## src/xbr_pkg.sv

```systemverilog
// Purpose: Constants and carriers for the port crossbar peripheral routing block.
// Assumes: Special-function register bus with 8-bit address and data.
// Notes:   Line indices order the routed peripheral signals.
// Overview of operation
// - Bit 6 of control A connects the array count input to a pin.
// - Bits 5:3 of control A route capture outputs 0 up to n-1; 110/111 reserved.
// - Bit 2 of control A: serial A transmit on port A bit 0, receive from bit 1.
// - Bit 1 of control A connects all four sync serial lines, else none.
// - Bit 0 of control A connects both two-wire lines, else none.
// - Bit 6 of control B connects timer C external input to a pin.
// - Bit 5 of control B connects timer C count input to a pin.
// - Bit 4 of control B connects active-low interrupt B input to a pin.
// - Bit 3 of control B connects timer B count input to a pin.
// - Bit 2 of control B connects active-low interrupt A input to a pin.
// - Bit 1 of control B connects timer A count input to a pin.
// - Bit 0 of control B routes comparator B output to a pin.
package xbr_pkg;
  localparam int unsigned DW = 8;
  localparam int unsigned AW = 8;
  localparam logic [AW-1:0] ADDR_CTRL_A = 8'he1;
  localparam logic [AW-1:0] ADDR_CTRL_B = 8'he2;
  localparam logic [DW-1:0] RESET_CTRL  = 8'h00;

  // Control A fields
  localparam int unsigned A_CMP_A    = 7;
  localparam int unsigned A_COUNT_IN = 6;
  localparam int unsigned A_CAP_HI   = 5;
  localparam int unsigned A_CAP_LO   = 3;
  localparam int unsigned A_ASYNC    = 2;
  localparam int unsigned A_SYNC     = 1;
  localparam int unsigned A_TWO_WIRE = 0;
  localparam int unsigned CAP_W      = 3;
  localparam logic [CAP_W-1:0] CAP_MAX = 3'h5;

  // Control B fields
  localparam int unsigned B_CLK_OUT = 7;
  localparam int unsigned B_TC_EXT  = 6;
  localparam int unsigned B_TC_CNT  = 5;
  localparam int unsigned B_IRQ_B   = 4;
  localparam int unsigned B_TB_CNT  = 3;
  localparam int unsigned B_IRQ_A   = 2;
  localparam int unsigned B_TA_CNT  = 1;
  localparam int unsigned B_CMP_B   = 0;

  // Routed line indices
  localparam int unsigned L_CMP_A    = 0;
  localparam int unsigned L_COUNT_IN = 1;
  localparam int unsigned L_CAP0     = 2;
  localparam int unsigned N_CAP      = 5;
  localparam int unsigned L_ASYNC_TX = 7;
  localparam int unsigned L_ASYNC_RX = 8;
  localparam int unsigned L_SYNC0    = 9;
  localparam int unsigned N_SYNC     = 4;
  localparam int unsigned L_TW0      = 13;
  localparam int unsigned N_TW       = 2;
  localparam int unsigned L_CLK_OUT  = 15;
  localparam int unsigned L_TC_EXT   = 16;
  localparam int unsigned L_TC_CNT   = 17;
  localparam int unsigned L_IRQ_B    = 18;
  localparam int unsigned L_TB_CNT   = 19;
  localparam int unsigned L_IRQ_A    = 20;
  localparam int unsigned L_TA_CNT   = 21;
  localparam int unsigned L_CMP_B    = 22;
  localparam int unsigned NL         = 23;

  // Level seen by a peripheral whose input line is not routed:
  // sync serial lines (sck, miso, mosi, nss) all idle low, two-wire and irq lines high
  localparam logic [NL-1:0] IDLE_IN = 23'h146000;

  typedef struct packed {
    logic [AW-1:0] addr;
    logic          wr;
    logic          rd;
    logic [DW-1:0] wdata;
  } xbr_sfr_req_s;
endpackage : xbr_pkg

```

## src/xbr_crossbar.sv

```systemverilog
// Purpose: Two crossbar routing registers and the per-line pin gating they steer.
// Assumes: Single clock; pin inputs asynchronous; peripherals on clk_sys.
// Notes:   Pin outputs follow a register write by two cycles.
module xbr_crossbar (
  input  wire logic                      clk_sys,
  input  wire logic                      rst,
  input  wire xbr_pkg::xbr_sfr_req_s     sfr_req,
  output logic [xbr_pkg::DW-1:0]         sfr_rdata,
  output logic [xbr_pkg::DW-1:0]         ctrl_a,
  output logic [xbr_pkg::DW-1:0]         ctrl_b,
  output logic [xbr_pkg::NL-1:0]         line_en,
  input  wire logic [xbr_pkg::NL-1:0]    periph_o,
  input  wire logic [xbr_pkg::NL-1:0]    periph_oe,
  output logic [xbr_pkg::NL-1:0]         periph_i,
  input  wire logic [xbr_pkg::NL-1:0]    pin_i,
  output logic [xbr_pkg::NL-1:0]         pin_o,
  output logic [xbr_pkg::NL-1:0]         pin_oe
);
  logic [xbr_pkg::DW-1:0]    ctrl_a_reg;
  logic [xbr_pkg::DW-1:0]    ctrl_b_reg;
  logic [xbr_pkg::DW-1:0]    rdata_reg;
  logic [xbr_pkg::NL-1:0]    en_reg;
  logic [xbr_pkg::NL-1:0]    en_next;
  logic [xbr_pkg::NL-1:0]    sync1_reg;
  logic [xbr_pkg::NL-1:0]    sync2_reg;
  logic [xbr_pkg::NL-1:0]    pin_o_reg;
  logic [xbr_pkg::NL-1:0]    pin_oe_reg;
  logic [xbr_pkg::NL-1:0]    periph_i_reg;
  logic [xbr_pkg::CAP_W-1:0] cap_count;

  // Register writes, full 8 bits stored
  always_ff @(posedge clk_sys) begin
    if (rst) begin
      ctrl_a_reg <= xbr_pkg::RESET_CTRL;
      ctrl_b_reg <= xbr_pkg::RESET_CTRL;
    end else if (sfr_req.wr) begin
      if (sfr_req.addr == xbr_pkg::ADDR_CTRL_A) begin
        ctrl_a_reg <= sfr_req.wdata;
      end
      if (sfr_req.addr == xbr_pkg::ADDR_CTRL_B) begin
        ctrl_b_reg <= sfr_req.wdata;
      end
    end
  end

  // Read data, unmapped addresses return zero
  always_ff @(posedge clk_sys) begin
    if (rst) begin
      rdata_reg <= '0;
    end else if (sfr_req.rd && sfr_req.addr == xbr_pkg::ADDR_CTRL_A) begin
      rdata_reg <= ctrl_a_reg;
    end else if (sfr_req.rd && sfr_req.addr == xbr_pkg::ADDR_CTRL_B) begin
      rdata_reg <= ctrl_b_reg;
    end else begin
      rdata_reg <= '0;
    end
  end

  assign cap_count = ctrl_a_reg[xbr_pkg::A_CAP_HI:xbr_pkg::A_CAP_LO];

  // Decode of each line's enable; no enable depends on another
  always_comb begin
    en_next = '0;
    en_next[xbr_pkg::L_CMP_A]    = ctrl_a_reg[xbr_pkg::A_CMP_A];
    en_next[xbr_pkg::L_COUNT_IN] = ctrl_a_reg[xbr_pkg::A_COUNT_IN];
    for (int k = 0; k < xbr_pkg::N_CAP; k++) begin
      // Reserved codes above the maximum route nothing
      en_next[xbr_pkg::L_CAP0 + k] = (cap_count <= xbr_pkg::CAP_MAX)
                                     && (cap_count > xbr_pkg::CAP_W'(k));
    end
    en_next[xbr_pkg::L_ASYNC_TX] = ctrl_a_reg[xbr_pkg::A_ASYNC];
    en_next[xbr_pkg::L_ASYNC_RX] = ctrl_a_reg[xbr_pkg::A_ASYNC];
    for (int k = 0; k < xbr_pkg::N_SYNC; k++) begin
      en_next[xbr_pkg::L_SYNC0 + k] = ctrl_a_reg[xbr_pkg::A_SYNC];
    end
    for (int k = 0; k < xbr_pkg::N_TW; k++) begin
      en_next[xbr_pkg::L_TW0 + k] = ctrl_a_reg[xbr_pkg::A_TWO_WIRE];
    end
    en_next[xbr_pkg::L_CLK_OUT] = ctrl_b_reg[xbr_pkg::B_CLK_OUT];
    en_next[xbr_pkg::L_TC_EXT]  = ctrl_b_reg[xbr_pkg::B_TC_EXT];
    en_next[xbr_pkg::L_TC_CNT]  = ctrl_b_reg[xbr_pkg::B_TC_CNT];
    en_next[xbr_pkg::L_IRQ_B]   = ctrl_b_reg[xbr_pkg::B_IRQ_B];
    en_next[xbr_pkg::L_TB_CNT]  = ctrl_b_reg[xbr_pkg::B_TB_CNT];
    en_next[xbr_pkg::L_IRQ_A]   = ctrl_b_reg[xbr_pkg::B_IRQ_A];
    en_next[xbr_pkg::L_TA_CNT]  = ctrl_b_reg[xbr_pkg::B_TA_CNT];
    en_next[xbr_pkg::L_CMP_B]   = ctrl_b_reg[xbr_pkg::B_CMP_B];
  end

  always_ff @(posedge clk_sys) begin
    if (rst) begin
      en_reg <= '0;
    end else begin
      en_reg <= en_next;
    end
  end

  // Two-stage synchroniser on every pin input
  always_ff @(posedge clk_sys) begin
    if (rst) begin
      sync1_reg <= '0;
      sync2_reg <= '0;
    end else begin
      sync1_reg <= pin_i;
      sync2_reg <= sync1_reg;
    end
  end

  // Per-line gating; a disabled line never drives its pin nor feeds its peripheral
  genvar g;
  generate
    for (g = 0; g < xbr_pkg::NL; g++) begin : g_line
      always_ff @(posedge clk_sys) begin
        if (rst) begin
          pin_o_reg[g]    <= 1'b0;
          pin_oe_reg[g]   <= 1'b0;
          periph_i_reg[g] <= xbr_pkg::IDLE_IN[g];
        end else begin
          pin_o_reg[g]    <= en_reg[g] & periph_o[g];
          pin_oe_reg[g]   <= en_reg[g] & periph_oe[g];
          periph_i_reg[g] <= en_reg[g] ? sync2_reg[g] : xbr_pkg::IDLE_IN[g];
        end
      end
    end
  endgenerate

  assign sfr_rdata = rdata_reg;
  assign ctrl_a    = ctrl_a_reg;
  assign ctrl_b    = ctrl_b_reg;
  assign line_en   = en_reg;
  assign pin_o     = pin_o_reg;
  assign pin_oe    = pin_oe_reg;
  assign periph_i  = periph_i_reg;
endmodule // xbr_crossbar

```

## config.mk

```make
export PLATFORM = sky130hd
export DESIGN_NAME = xbr_crossbar
export DESIGN_NICKNAME = d
export VERILOG_FILES = /design/src/xbr_pkg.sv /design/src/xbr_crossbar.sv
export SDC_FILE = /design/constraint.sdc
export NUM_CORES = 1
export LEC_CHECK = 0
export BUFFER_PORTS_ARGS = -buffer_cell sky130_fd_sc_hd__buf_2
export CAP_MARGIN = 10
export CORE_AREA = 3 3 144 146
export DETAILED_ROUTE_END_ITERATION = 10
export DIE_AREA = 0 0 147 149
export SLEW_MARGIN = 20
export SYNTH_ARGS = -nofsm -noshare
export SYNTH_HDL_FRONTEND = slang
export SYNTH_SLANG_ARGS = --single-unit
```

## constraint.sdc

```tcl
create_clock -name clk_sys -period 1.65 [get_ports clk_sys]
set_input_delay 0.33 -clock clk_sys [delete_from_list [all_inputs] [get_ports clk_sys]]
set_output_delay 0.33 -clock clk_sys [all_outputs]
set_load 0.02 [all_outputs]
```

# After elaboration in Yosys (flattened, before gate mapping)
# Cells that the tools add are included.
dict set report totals {
  word_cells 186
  out_inout_bits 116
  inputBits 89
  reg_bits 162
}
dict set report op_classes {
  n_lt_le_gt_ge 6
  bitwise_logic 69
  n_reduce_logical 32
  eq_ne 2
  n_mux 2
}
# op count
set ops {}
lappend ops {{1-bit bitwise AND} 46}
lappend ops {{2-bit OR reduction} 23}
lappend ops {{1-bit inverter} 23}
lappend ops {{8-bit == test (second input constant)} 2}
lappend ops {{8-bit two-way mux} 2}
lappend ops {{1-bit logical AND} 7}
lappend ops {{3-bit by 1-bit greater-than comparator with 1-bit output (second input constant)} 2}
lappend ops {{3-bit by 2-bit greater-than comparator with 1-bit output (second input constant)} 2}
lappend ops {{2-bit AND reduction} 2}
lappend ops {{3-bit greater-than comparator (second input constant)} 1}
lappend ops {{3-bit less-or-equal comparator (second input constant)} 1}

# Logic depth before layout (Yosys ltp)
# Gate-level depths: netlist of run 1.
dict set report logic_depth {
  word_depth 4
  ltp_mapped 5
  depth_no_buf 3
}

# Worst setup path after synthesis of run 1
# OpenSTA, ideal clock, no wires.
dict set report synth_timing {
  path_type {register to register}
  from {register ctrl_a_reg, in the netlist ctrl_a[4]}
  to {register en_reg, in the netlist line_en[6]}
  t_arrival_ns 1.138
  period_less_slack_ns 1.253
  stages_incl_launch_ff 4
  slack_ns 0.397
  n_path_buf 0
  t_required_ns 1.535
  setup_time_ns 0.115
  cell_sequence {dfxtp_1 inv_1 ha_1 a2111oi_0}
}
dict set report synth_via {
  elab_chain_len 2
  word_cells_on_any_way 3
  cone_classes {order compare (2); reduce/logical (1)}
}
# item line_no
set synth_lines {}
lappend synth_lines {{from (decl)} xbr_crossbar.sv:19} ;# logic [xbr_pkg::DW-1:0] ctrl_a_reg;
lappend synth_lines {{from (signal assigned)} xbr_crossbar.sv:34} ;# ctrl_a_reg <= xbr_pkg::RESET_CTRL;
lappend synth_lines {{from (signal assigned)} xbr_crossbar.sv:38} ;# ctrl_a_reg <= sfr_req.wdata;
lappend synth_lines {{3-bit less-or-equal comparator or 3-bit greater-than comparator (tied branches)} {xbr_crossbar.sv:68, xbr_crossbar.sv:69}}
lappend synth_lines {{1-bit logical AND (*)} xbr_crossbar.sv:69} ;# && (cap_count > xbr_pkg::CAP_W'(k));
lappend synth_lines {{to (signal assigned)} xbr_crossbar.sv:93} ;# en_reg <= en_next;
lappend synth_lines {{to (decl)} xbr_crossbar.sv:22} ;# logic [xbr_pkg::NL-1:0] en_reg;
# Mark *: on every way between the ends. The rest lies on a longest branch, timed or not.
# A chain may end at the register's enable or synchronous reset.

# Worst setup path after layout of run 1
dict set report layout_timing {
  from {register ctrl_a_reg, in the netlist ctrl_a[5]}
  to {output port ctrl_a[5] (netlist bit)}
}
# item line_no
set layout_lines {}
lappend layout_lines {{to (decl)} xbr_crossbar.sv:9} ;# output logic [xbr_pkg::DW-1:0] ctrl_a,
# No word-level cell between the ends.

==> impl_metrics.yaml, run 1 <==
place:
  hpwl_mm: 8.87
  pre_cts_ws_ns: 0.148
  gp_congestion: 0.720
  placement.io_buffers: 204
  numPlacedInstances: 856
layout:
  nNetsFinal: 702
  syn2layout_area_growth_pct: 36.8
  final_cell_mix: "buf_2, dfxtp_1, and2_1"
  finalNonFillerCells: 888
  final_common_cell: "buf_2"
  n_antenna_cell: 0
  layout-drive-gt1-share_pct: 39.0
critical_path:
  required_ns: 1.32
  cpPeakStageDelay_ns: 0.46
  arrival_ns: 1.10
  path_class: "reg -> out"
  worstPathCellList: "buf_2"
  end_kind: "output port"
  crit_slowest_cell: "dfxtp_1"
  crit_family: "flip-flops"
  worst-path-buf-inv: 1
  start_kind: "register"
  worstPathMaxFanout: 7
detailed_routing:
  wl_mm: 11.4
  drtIter0Drc: 123
  top_layer: "met4"
  viasPerCell: 3.66
  ant_nets: 0
  vias: 3251
  dr.pass1.iters: 4
  routed-wl-met2_mm: 5.53
  wl_per_cell_microns: 12.9
  post-route-drc-count: 0
  routed-wl-met3_microns: 754
  wl_met1_mm: 4.84
hold_path:
  hold_path_class: "in -> reg"
sta:
  relSlewSlack_pct: 61.0
  worst_pin_slew_ns: 0.584
  maxSlewViolCount: 0
  setup_slack_ns: 0.218
  post-route-period-util_pct: 86.8
  hold_violations: 0
  max_freq_ghz: 0.698
  period_minus_slack_ns: 1.43
  clock-skew-final_ns: 0.00671
  grt_setup_unrepaired: "no"
  setup_viol: 0
  fin_setup_tns_ns: 0
synthesis:
  syn_avg_cell_area_sq_um: 11.7
  yosysUniqueCellTypes: 21
  syn_inst: 414
  synth_seq_cells: 157
  synth_nets: 506
  syn_area_sq_mm: 0.00484
  synth_top_area_cell: "dfxtp_1"
  synth_area_leaders: "dfxtp_1, and2_1, nor2b_1"
  seq_area_frac_synth_pct: 65.0
  yosysTopAreaCellShare_pct: 65.0
  synth-warning-count: 0
cts:
  cts_hold_buf: 0
  post_cts_buffers: 0
  cts_buffer_depth: 2
  cts_resized: 0
  cts.clk_slew.worst_paths_ns: 0.06
  cts_tree: "yes"
  cts-root-buf: "clkbuf_16"
  cts_inserted_buffers: 17
  clkSinkCount: 157
  clk_latency_ns: 0.41
  htreeDepth: 4
power_and_ir_drop:
  switching_power_w: 0.00164
  leakagePower_nw: 3.31
  p_seq_share_pct: 48.8
  combPwrFrac_pct: 2.8
  p_per_area_mw_per_mm2: 1190
  swShare_pct: 20.7
  power_frac_clock_pct: 48.4
  intPower_w: 0.00626
  peakVddDrop_v: 0.000579
grt:
  grt_pass1_wl_mm: 17.3
  grtUsageTotal_pct: 10.4
  grt_pass1_vias: 3172
  grt_max_degree: 53
  overflow: 0
  antenna_found_initial: 0
floorplan:
  die_h_microns: 149
  die_area_sq_mm: 0.0219
  start_util_pct: 24.8
  core_sq_mm: 0.0195
  num_io_pins: 205
  die_x_microns: 147
  rows: 51
job:
  cap_violations: 0
run_status:
  status: "finished, final reports clean"
path summary, 6_finish.rpt:
check | from | to | slack, ns | cells after the start
min reg2reg | sync2_reg[18] | periph_i[18] | 0.41 | 1
min | periph_oe[13] | pin_oe[13] | 0.12 | 2
max reg2reg | line_en[12] | pin_o[11] | 0.47 | 2
max | ctrl_a[5] | ctrl_a[5] | 0.22 | 1
synthesized netlist by cell type:
master	n
nor2_1	9
and3_2	2
nor2b_1	49
buf_6	3
a2111oi_0	2
and2b_1	20
nand3_1	2
and3_1	1
dfxtp_1	157
mux2i_1	16
a22oi_1	8
and2_1	65
clkbuf_1	10
ha_1	3
a211oi_1	1
nand4_1	1
inv_1	16
nor4b_4	1
nand2b_1	28
buf_2	2
buf_4	18
cells by family after synthesis:
logic type      count (synthesis)  share of synthesized area [%]
mux                            16                           3.31
simple gates                  178                           23.4
buf+inv                        49                           5.72
compound gates                 11                           1.76
flops                         157                           65.0
fa+ha+maj                       3                          0.776
area by class of cell:
type / count / area [sq um]
clock buffer: 20 / 447
clock inverter: 12 / 138
fill: 2070 / 12900
inverter: 16 / 60.1
multi-input combinational: 208 / 1420
sequential: 157 / 3140
tap: 265 / 332
timing repair buffer: 210 / 1080
metal layers:
layer	global-route usage (%)	up-vias
met3	3.89	17
met1	12.4	1460
li1	-	1661
met2	16.6	113
met4	4.99	0
met5	0	-
per-stage QoR:
step / power (W) / hold WS, ns / cell area (sq um) / utilization (%)
floorplan: 0.00403 / 0.386 / 4840 / -
global route: 0.00824 / 0.0896 / 6610 / 33.9
CTS: 0.00805 / 0.0911 / 6610 / 33.9
finish: 0.00789 / 0.116 / 6610 / 33.9
global placement: 0.00416 / 0.393 / 6030 / 30.9
detailed placement: 0.00416 / 0.396 / 6030 / 30.9
power groups by stage:
stage / clock network (W) / registers [W] / logic (W)
CTS: 0.00397 / 0.00385 / 0.000227
global route: 0.00413 / 0.00386 / 0.000250
finish: 0.00382 / 0.00385 / 0.000221
detailed placement: 0 / 0.00394 / 0.000227
global placement: 0 / 0.00394 / 0.000225
floorplan: 0 / 0.00393 / 0.0000967
Power figures use the tool's default switching activity.
==> run 2, diff against run 1 <==
Settings changed: CELL_PAD_IN_SITES_DETAIL_PLACEMENT set to 1, CELL_PAD_IN_SITES_GLOBAL_PLACEMENT set to 2, PLACE_DENSITY_LB_ADDON set to 0.1.
==> run 2 against run 1 <==
Net effect:
- combinational power up 4%
- largest cell class unchanged
- via count up 3.7%
- clock skew increased by 0.0024 ns
- total power is 2.0% lower
==> impl_metrics.yaml, run 2 (synthesized netlist as in run 1, its figures left out) <==
critical_path:
  worstPathCellList: "buf_2"
  crit_family: "flip-flops"
  path_class: "reg -> out"
  arrival_ns: 1.09
  worst-path-buf-inv: 1
  cpPeakStageDelay_ns: 0.45
  start_kind: "register"
  worstPathMaxFanout: 7
  end_kind: "output port"
  required_ns: 1.32
  crit_slowest_cell: "dfxtp_1"
layout:
  final_common_cell: "buf_2"
  final_area_sq_mm: 0.00662
  layout-drive-gt1-share_pct: 39.5
  n_antenna_cell: 0
  final_cell_mix: "buf_2, dfxtp_1, and2_1"
  fin_util_pct: 33.9
  fillCellCount: 2272
  syn2layout_area_growth_pct: 36.8
  nNetsFinal: 704
  multi_input_area_sq_mm: 0.00142
  layout.area.seq_sq_mm: 0.00314
grt:
  grt_max_degree: 46
  grt_pass1_wl_mm: 19.4
  grtUsageTotal_pct: 11.5
  grt_pass1_vias: 3615
  antenna_found_initial: 0
  overflow: 0
power_and_ir_drop:
  leakagePower_nw: 3.32
  peakVddDrop_v: 0.000654
  p_per_area_mw_per_mm2: 1170
cts:
  cts_hold_buf: 0
  cts-root-buf: "clkbuf_16"
  cts_inserted_buffers: 17
  cts_resized: 0
  clkSinkCount: 157
  post_cts_buffers: 0
  cts_buffer_depth: 2
  htreeDepth: 4
  clk_latency_ns: 0.41
  cts_tree: "yes"
  cts.clk_slew.worst_paths_ns: 0.07
detailed_routing:
  wl_per_cell_microns: 13.9
  ant_nets: 0
  dr.pass1.iters: 4
  drtIter0Drc: 86
  post-route-drc-count: 0
  vias: 3370
  viasPerCell: 3.79
  wl_mm: 12.3
sta:
  clock-skew-final_ns: 0.00907
  max_freq_ghz: 0.706
  hold_slack_ns: 0.108
  post-route-period-util_pct: 85.8
  period_minus_slack_ns: 1.42
  grt_setup_unrepaired: "no"
  fin_setup_tns_ns: 0
  hold_violations: 0
  relSlewSlack_pct: 61.2
  setup_viol: 0
  maxSlewViolCount: 0
  worst_pin_slew_ns: 0.581
place:
  gp_congestion: 0.698
  placement.io_buffers: 204
  hpwl_mm: 9.50
  placed_area_sq_mm: 0.00606
floorplan:
  core_sq_mm: 0.0195
  die_x_microns: 147
  num_io_pins: 205
  die_area_sq_mm: 0.0219
  start_util_pct: 24.8
  die_h_microns: 149
  rows: 51
run_status:
  status: "finished, final reports clean"
hold_path:
  hold_path_class: "in -> reg"
job:
  cap_violations: 0
-- run 2: changes by cell type in the layout (fill, tap and decap cells not counted) --
cell | previous run | this run
bufinv_16 | 2 | 0
clkinvlp_4 | 2 | 0
clkinv_2 | 2 | 3
inv_6 | 2 | 5
clkinv_8 | 0 | 1
buf_4 | 5 | 6
inv_8 | 0 | 2
buf_12 | 1 | 2
clkbuf_1 | 2 | 0
clkbuf_8 | 1 | 0
-- run 2: worst register-to-register path, cell delays in order, from the launching register on --
cell and delay [ns]:
dfxtp_1 0.45, inv_1 0.09, ha_1 0.18, a2111oi_0 0.36
-- run 2: stage by stage --
step | total power (W) | setup WS [ns] | std cells
detailed placement | 0.00418 | 0.173 | 858
global placement | 0.00417 | 0.206 | 858
CTS | 0.00792 | 0.181 | 890
global route | 0.00812 | 0.162 | 890
finish | 0.00774 | 0.234 | 890
floorplan | 0.00403 | 0.397 | 414
-- run 2: worst paths after layout --
check	startpoint	to	slack, ns	cells after the start
setup / recovery	ctrl_a[5]	ctrl_a[5]	0.23	1
hold / removal	periph_oe[14]	pin_oe[14]	0.11	2
setup reg to reg	ctrl_a[5]	line_en[4]	0.44	3
hold reg to reg	sync2_reg[20]	periph_i[20]	0.41	1
-- run 2: area by class of cell --
type                            instances  share of cell area, %
Timing Repair Buffer                  212                   16.7
Inverter                               16                  0.908
Sequential cell                       157                   47.5
Clock inverter                         15                   2.00
Multi-Input combinational cell        208                   21.4
Clock buffer                           17                   6.43
Tap cell                              265                   5.01
-- run 2: metal layers --
layer  GRT usage [%]  up-vias  wire [microns]
met5               0        -               0
met4            4.10        0             158
met3            4.47        7             840
met2            19.0      114            6070
met1            13.6     1577            5270
li1                -     1672               -
-- run 2: where the power goes --
group	internal (W)	leakage, nW	total, W	switching, W
Clock	0.00198	0.279	0.00365	0.00167
Sequential	0.00384	1.27	0.00385	0.00000995
Combinational	0.000137	1.77	0.000230	0.0000931
Total	0.00596	3.32	0.00774	0.00178
==> run 3, diff against run 2 <==
Settings changed: ABC_AREA set to 1, CORE_AREA 3 3 144 146 to 3 3 145 147, DIE_AREA 0 0 147 149 to 0 0 148 150.
==> run 3 against run 2 <==
Net effect:
- sequential share of layout area decreased by 0.53 points
- sequential power about the same
- area after synthesis increased by 2.0%
- final cell count increased by 16%
- sequential cell count unchanged
- final area increased by 1.1%
- die area increased by 1.4%
- utilization decreased by 0.49 points
- worst hold slack improved by 0.0026 ns
- synthesized cell count increased by 35%
- fmax decreased by 5.1%
- count of clock-buffer cells in the layout unchanged
- largest cell class unchanged
- largest power group unchanged
- highest routed layer unchanged
==> impl_metrics.yaml, run 3 <==
grt:
  grt_pass1_vias: 4033
  grt_pass1_wl_mm: 21.5
  grtUsageTotal_pct: 12.6
  overflow: 0
  grt_max_degree: 47
  antenna_found_initial: 0
power_and_ir_drop:
  finalPower_w: 0.00796
  p_per_area_mw_per_mm2: 1190
  leakagePower_nw: 3.45
  peakVddDrop_v: 0.000641
sta:
  relSlewSlack_pct: 67.4
  max_freq_ghz: 0.670
  maxSlewViolCount: 0
  clock-skew-final_ns: 0.0124
  fin_setup_tns_ns: 0
  setup_viol: 0
  hold_violations: 0
  period_minus_slack_ns: 1.49
  worst_pin_slew_ns: 0.489
  post-route-period-util_pct: 90.4
  grt_setup_unrepaired: "no"
detailed_routing:
  wl_mm: 13.9
  wl_per_cell_microns: 13.4
  vias: 3960
  dr.pass1.iters: 4
  viasPerCell: 3.82
  ant_nets: 0
  post-route-drc-count: 0
  drtIter0Drc: 140
layout:
  nNetsFinal: 845
  syn2layout_area_growth_pct: 35.7
  n_antenna_cell: 0
  final_area_sq_mm: 0.00669
  final_common_cell: "buf_2"
  final_cell_mix: "buf_2, dfxtp_1, nor2_1"
  layout-drive-gt1-share_pct: 33.8
critical_path:
  r2r_cells: 3
  required_ns: 1.32
  end_kind: "output port"
  r2r-end: "line_en[6]"
  cpPeakStageDelay_ns: 0.51
  worstPathMaxFanout: 7
  path_class: "reg -> out"
  r2r_slack_ns: 0.41
  r2r_start: "ctrl_a[5]"
  arrival_ns: 1.16
  worstPathCellList: "buf_2"
  crit_slowest_cell: "dfxtp_1"
  worst-path-buf-inv: 1
  start_kind: "register"
  crit_family: "flip-flops"
  crit_path_start: "line_en[14]"
hold_path:
  whs_path_depth: 3
  hold_path_class: "in -> reg"
  whs_endpoint: "sync1_reg[19]"
  hold_start: "pin_i[19]"
floorplan:
  start_util_pct: 24.6
  die_h_microns: 150
  rows: 52
  die_x_microns: 148
  core_sq_mm: 0.0200
  num_io_pins: 205
  die_area_sq_mm: 0.0222
synthesis:
  synth_ff_type: "dfxtp_1"
  synth_nets: 651
  synth_common_cells: "dfxtp_1, nor2_1, nand2_1, inv_1, buf_4"
  syn_avg_cell_area_sq_um: 8.82
  synth_most_common_cell: "dfxtp_1"
  synth_top_area_cell: "dfxtp_1"
  synth-warning-count: 0
  synth_area_leaders: "dfxtp_1, nor2_1, nand2_1"
  syn_area_sq_mm: 0.00493
  yosysUniqueCellTypes: 24
  synth-edff-count: 0
  yosysTopAreaCellShare_pct: 63.7
  seq_area_frac_synth_pct: 63.7
  synth_seq_cells: 157
  async_flop_share_pct: 0
  syn_inst: 559
cts:
  clkSinkCount: 157
  cts_buffer_depth: 2
  cts_tree: "yes"
  clk_latency_ns: 0.42
  cts-root-buf: "clkbuf_16"
  cts_resized: 0
  cts_inserted_buffers: 17
  post_cts_buffers: 0
  cts_hold_buf: 0
  htreeDepth: 4
  cts.clk_slew.worst_paths_ns: 0.07
place:
  placed_area_sq_mm: 0.00611
  placement.io_buffers: 204
  hpwl_mm: 10.6
  gp_congestion: 0.750
job:
  cap_violations: 0
run_status:
  status: "finished, final reports clean"
==> run 3: changes by cell type after synthesis, moves of 10 or more <==
| cell | delta |
|---|---|
| nor2_1 | +140 |
| nand2_1 | +93 |
| and2_1 | -65 |
| inv_1 | +60 |
| nor2b_1 | -49 |
| nand2b_1 | -28 |
| and2b_1 | -20 |
| mux2i_1 | -16 |
| and3_1 | +12 |
| buf_2 | +10 |
==> run 3: worst max path at each step <==
stage / slack, ns / cells past startpoint / end
2_1_floorplan: 0.49 / 3 / line_en[4]
6_report: 0.16 / 1 / line_en[14]
5_1_grt: 0.08 / 1 / line_en[14]
3_5_place_dp: 0.08 / 5 / sfr_rdata[0]
3_3_place_gp: 0.10 / 5 / sfr_rdata[0]
4_1_cts: 0.1 / 1 / line_en[14]
==> run 3: cell families (layout without fill, tap and decap cells) <==
| kind of cell | Yosys count | after routing | synth area share, % |
|---|---|---|---|
| flip-flops | 157 | 157 | 63.7 |
| AND/OR/NAND/NOR | 276 | 276 | 23.7 |
| AO/OA/AOI/OAI | 10 | 10 | 1.17 |
| adder cells (fa/ha/maj) | 3 | 3 | 0.761 |
| buffers and inverters | 113 | 320 | 10.7 |
==> run 3: power by group <==
group	switching [W]	internal, W
Clock	0.00171	0.00213
Sequential	0.0000129	0.00384
Combinational	0.000145	0.000113
==> run 3: metal layers <==
layer | vias up | share of wire (%) | GRT usage, %
met2 | 125 | 48 | 20.8
li1 | 2014 | - | -
met3 | 10 | 6.8 | 4.72
met5 | - | 0 | 0
met4 | 0 | 1.0 | 3.60
met1 | 1811 | 44 | 15.6
==> run 3: per-stage QoR <==
stage / setup slack [ns] / std cells / hold WS, ns / utilization (%)
detailed placement: 0.0824 / 1004 / 0.395 / 30.5
CTS: 0.0997 / 1036 / 0.0852 / 33.4
global placement: 0.101 / 1004 / 0.392 / 30.5
finish: 0.158 / 1036 / 0.111 / 33.4
floorplan: 0.490 / 559 / 0.388 / -
global route: 0.0818 / 1036 / 0.0896 / 33.4
==> run 3: worst reg2reg max path, cell delays in order (launching register included) <==
cell and delay, ns:
dfxtp_1 0.38, ha_1 0.20, or2_2 0.31, a211oi_1 0.24
==> run 3: cell type report <==
| type | count | area (sq um) |
|---|---|---|
| inverter | 77 | 289 |
| fill | 2451 | 13300 |
| sequential | 157 | 3140 |
| multi-input combinational | 289 | 1260 |
| tap | 270 | 338 |
| clock inverter | 15 | 156 |
| timing repair buffer | 211 | 1080 |
| clock buffer | 17 | 425 |
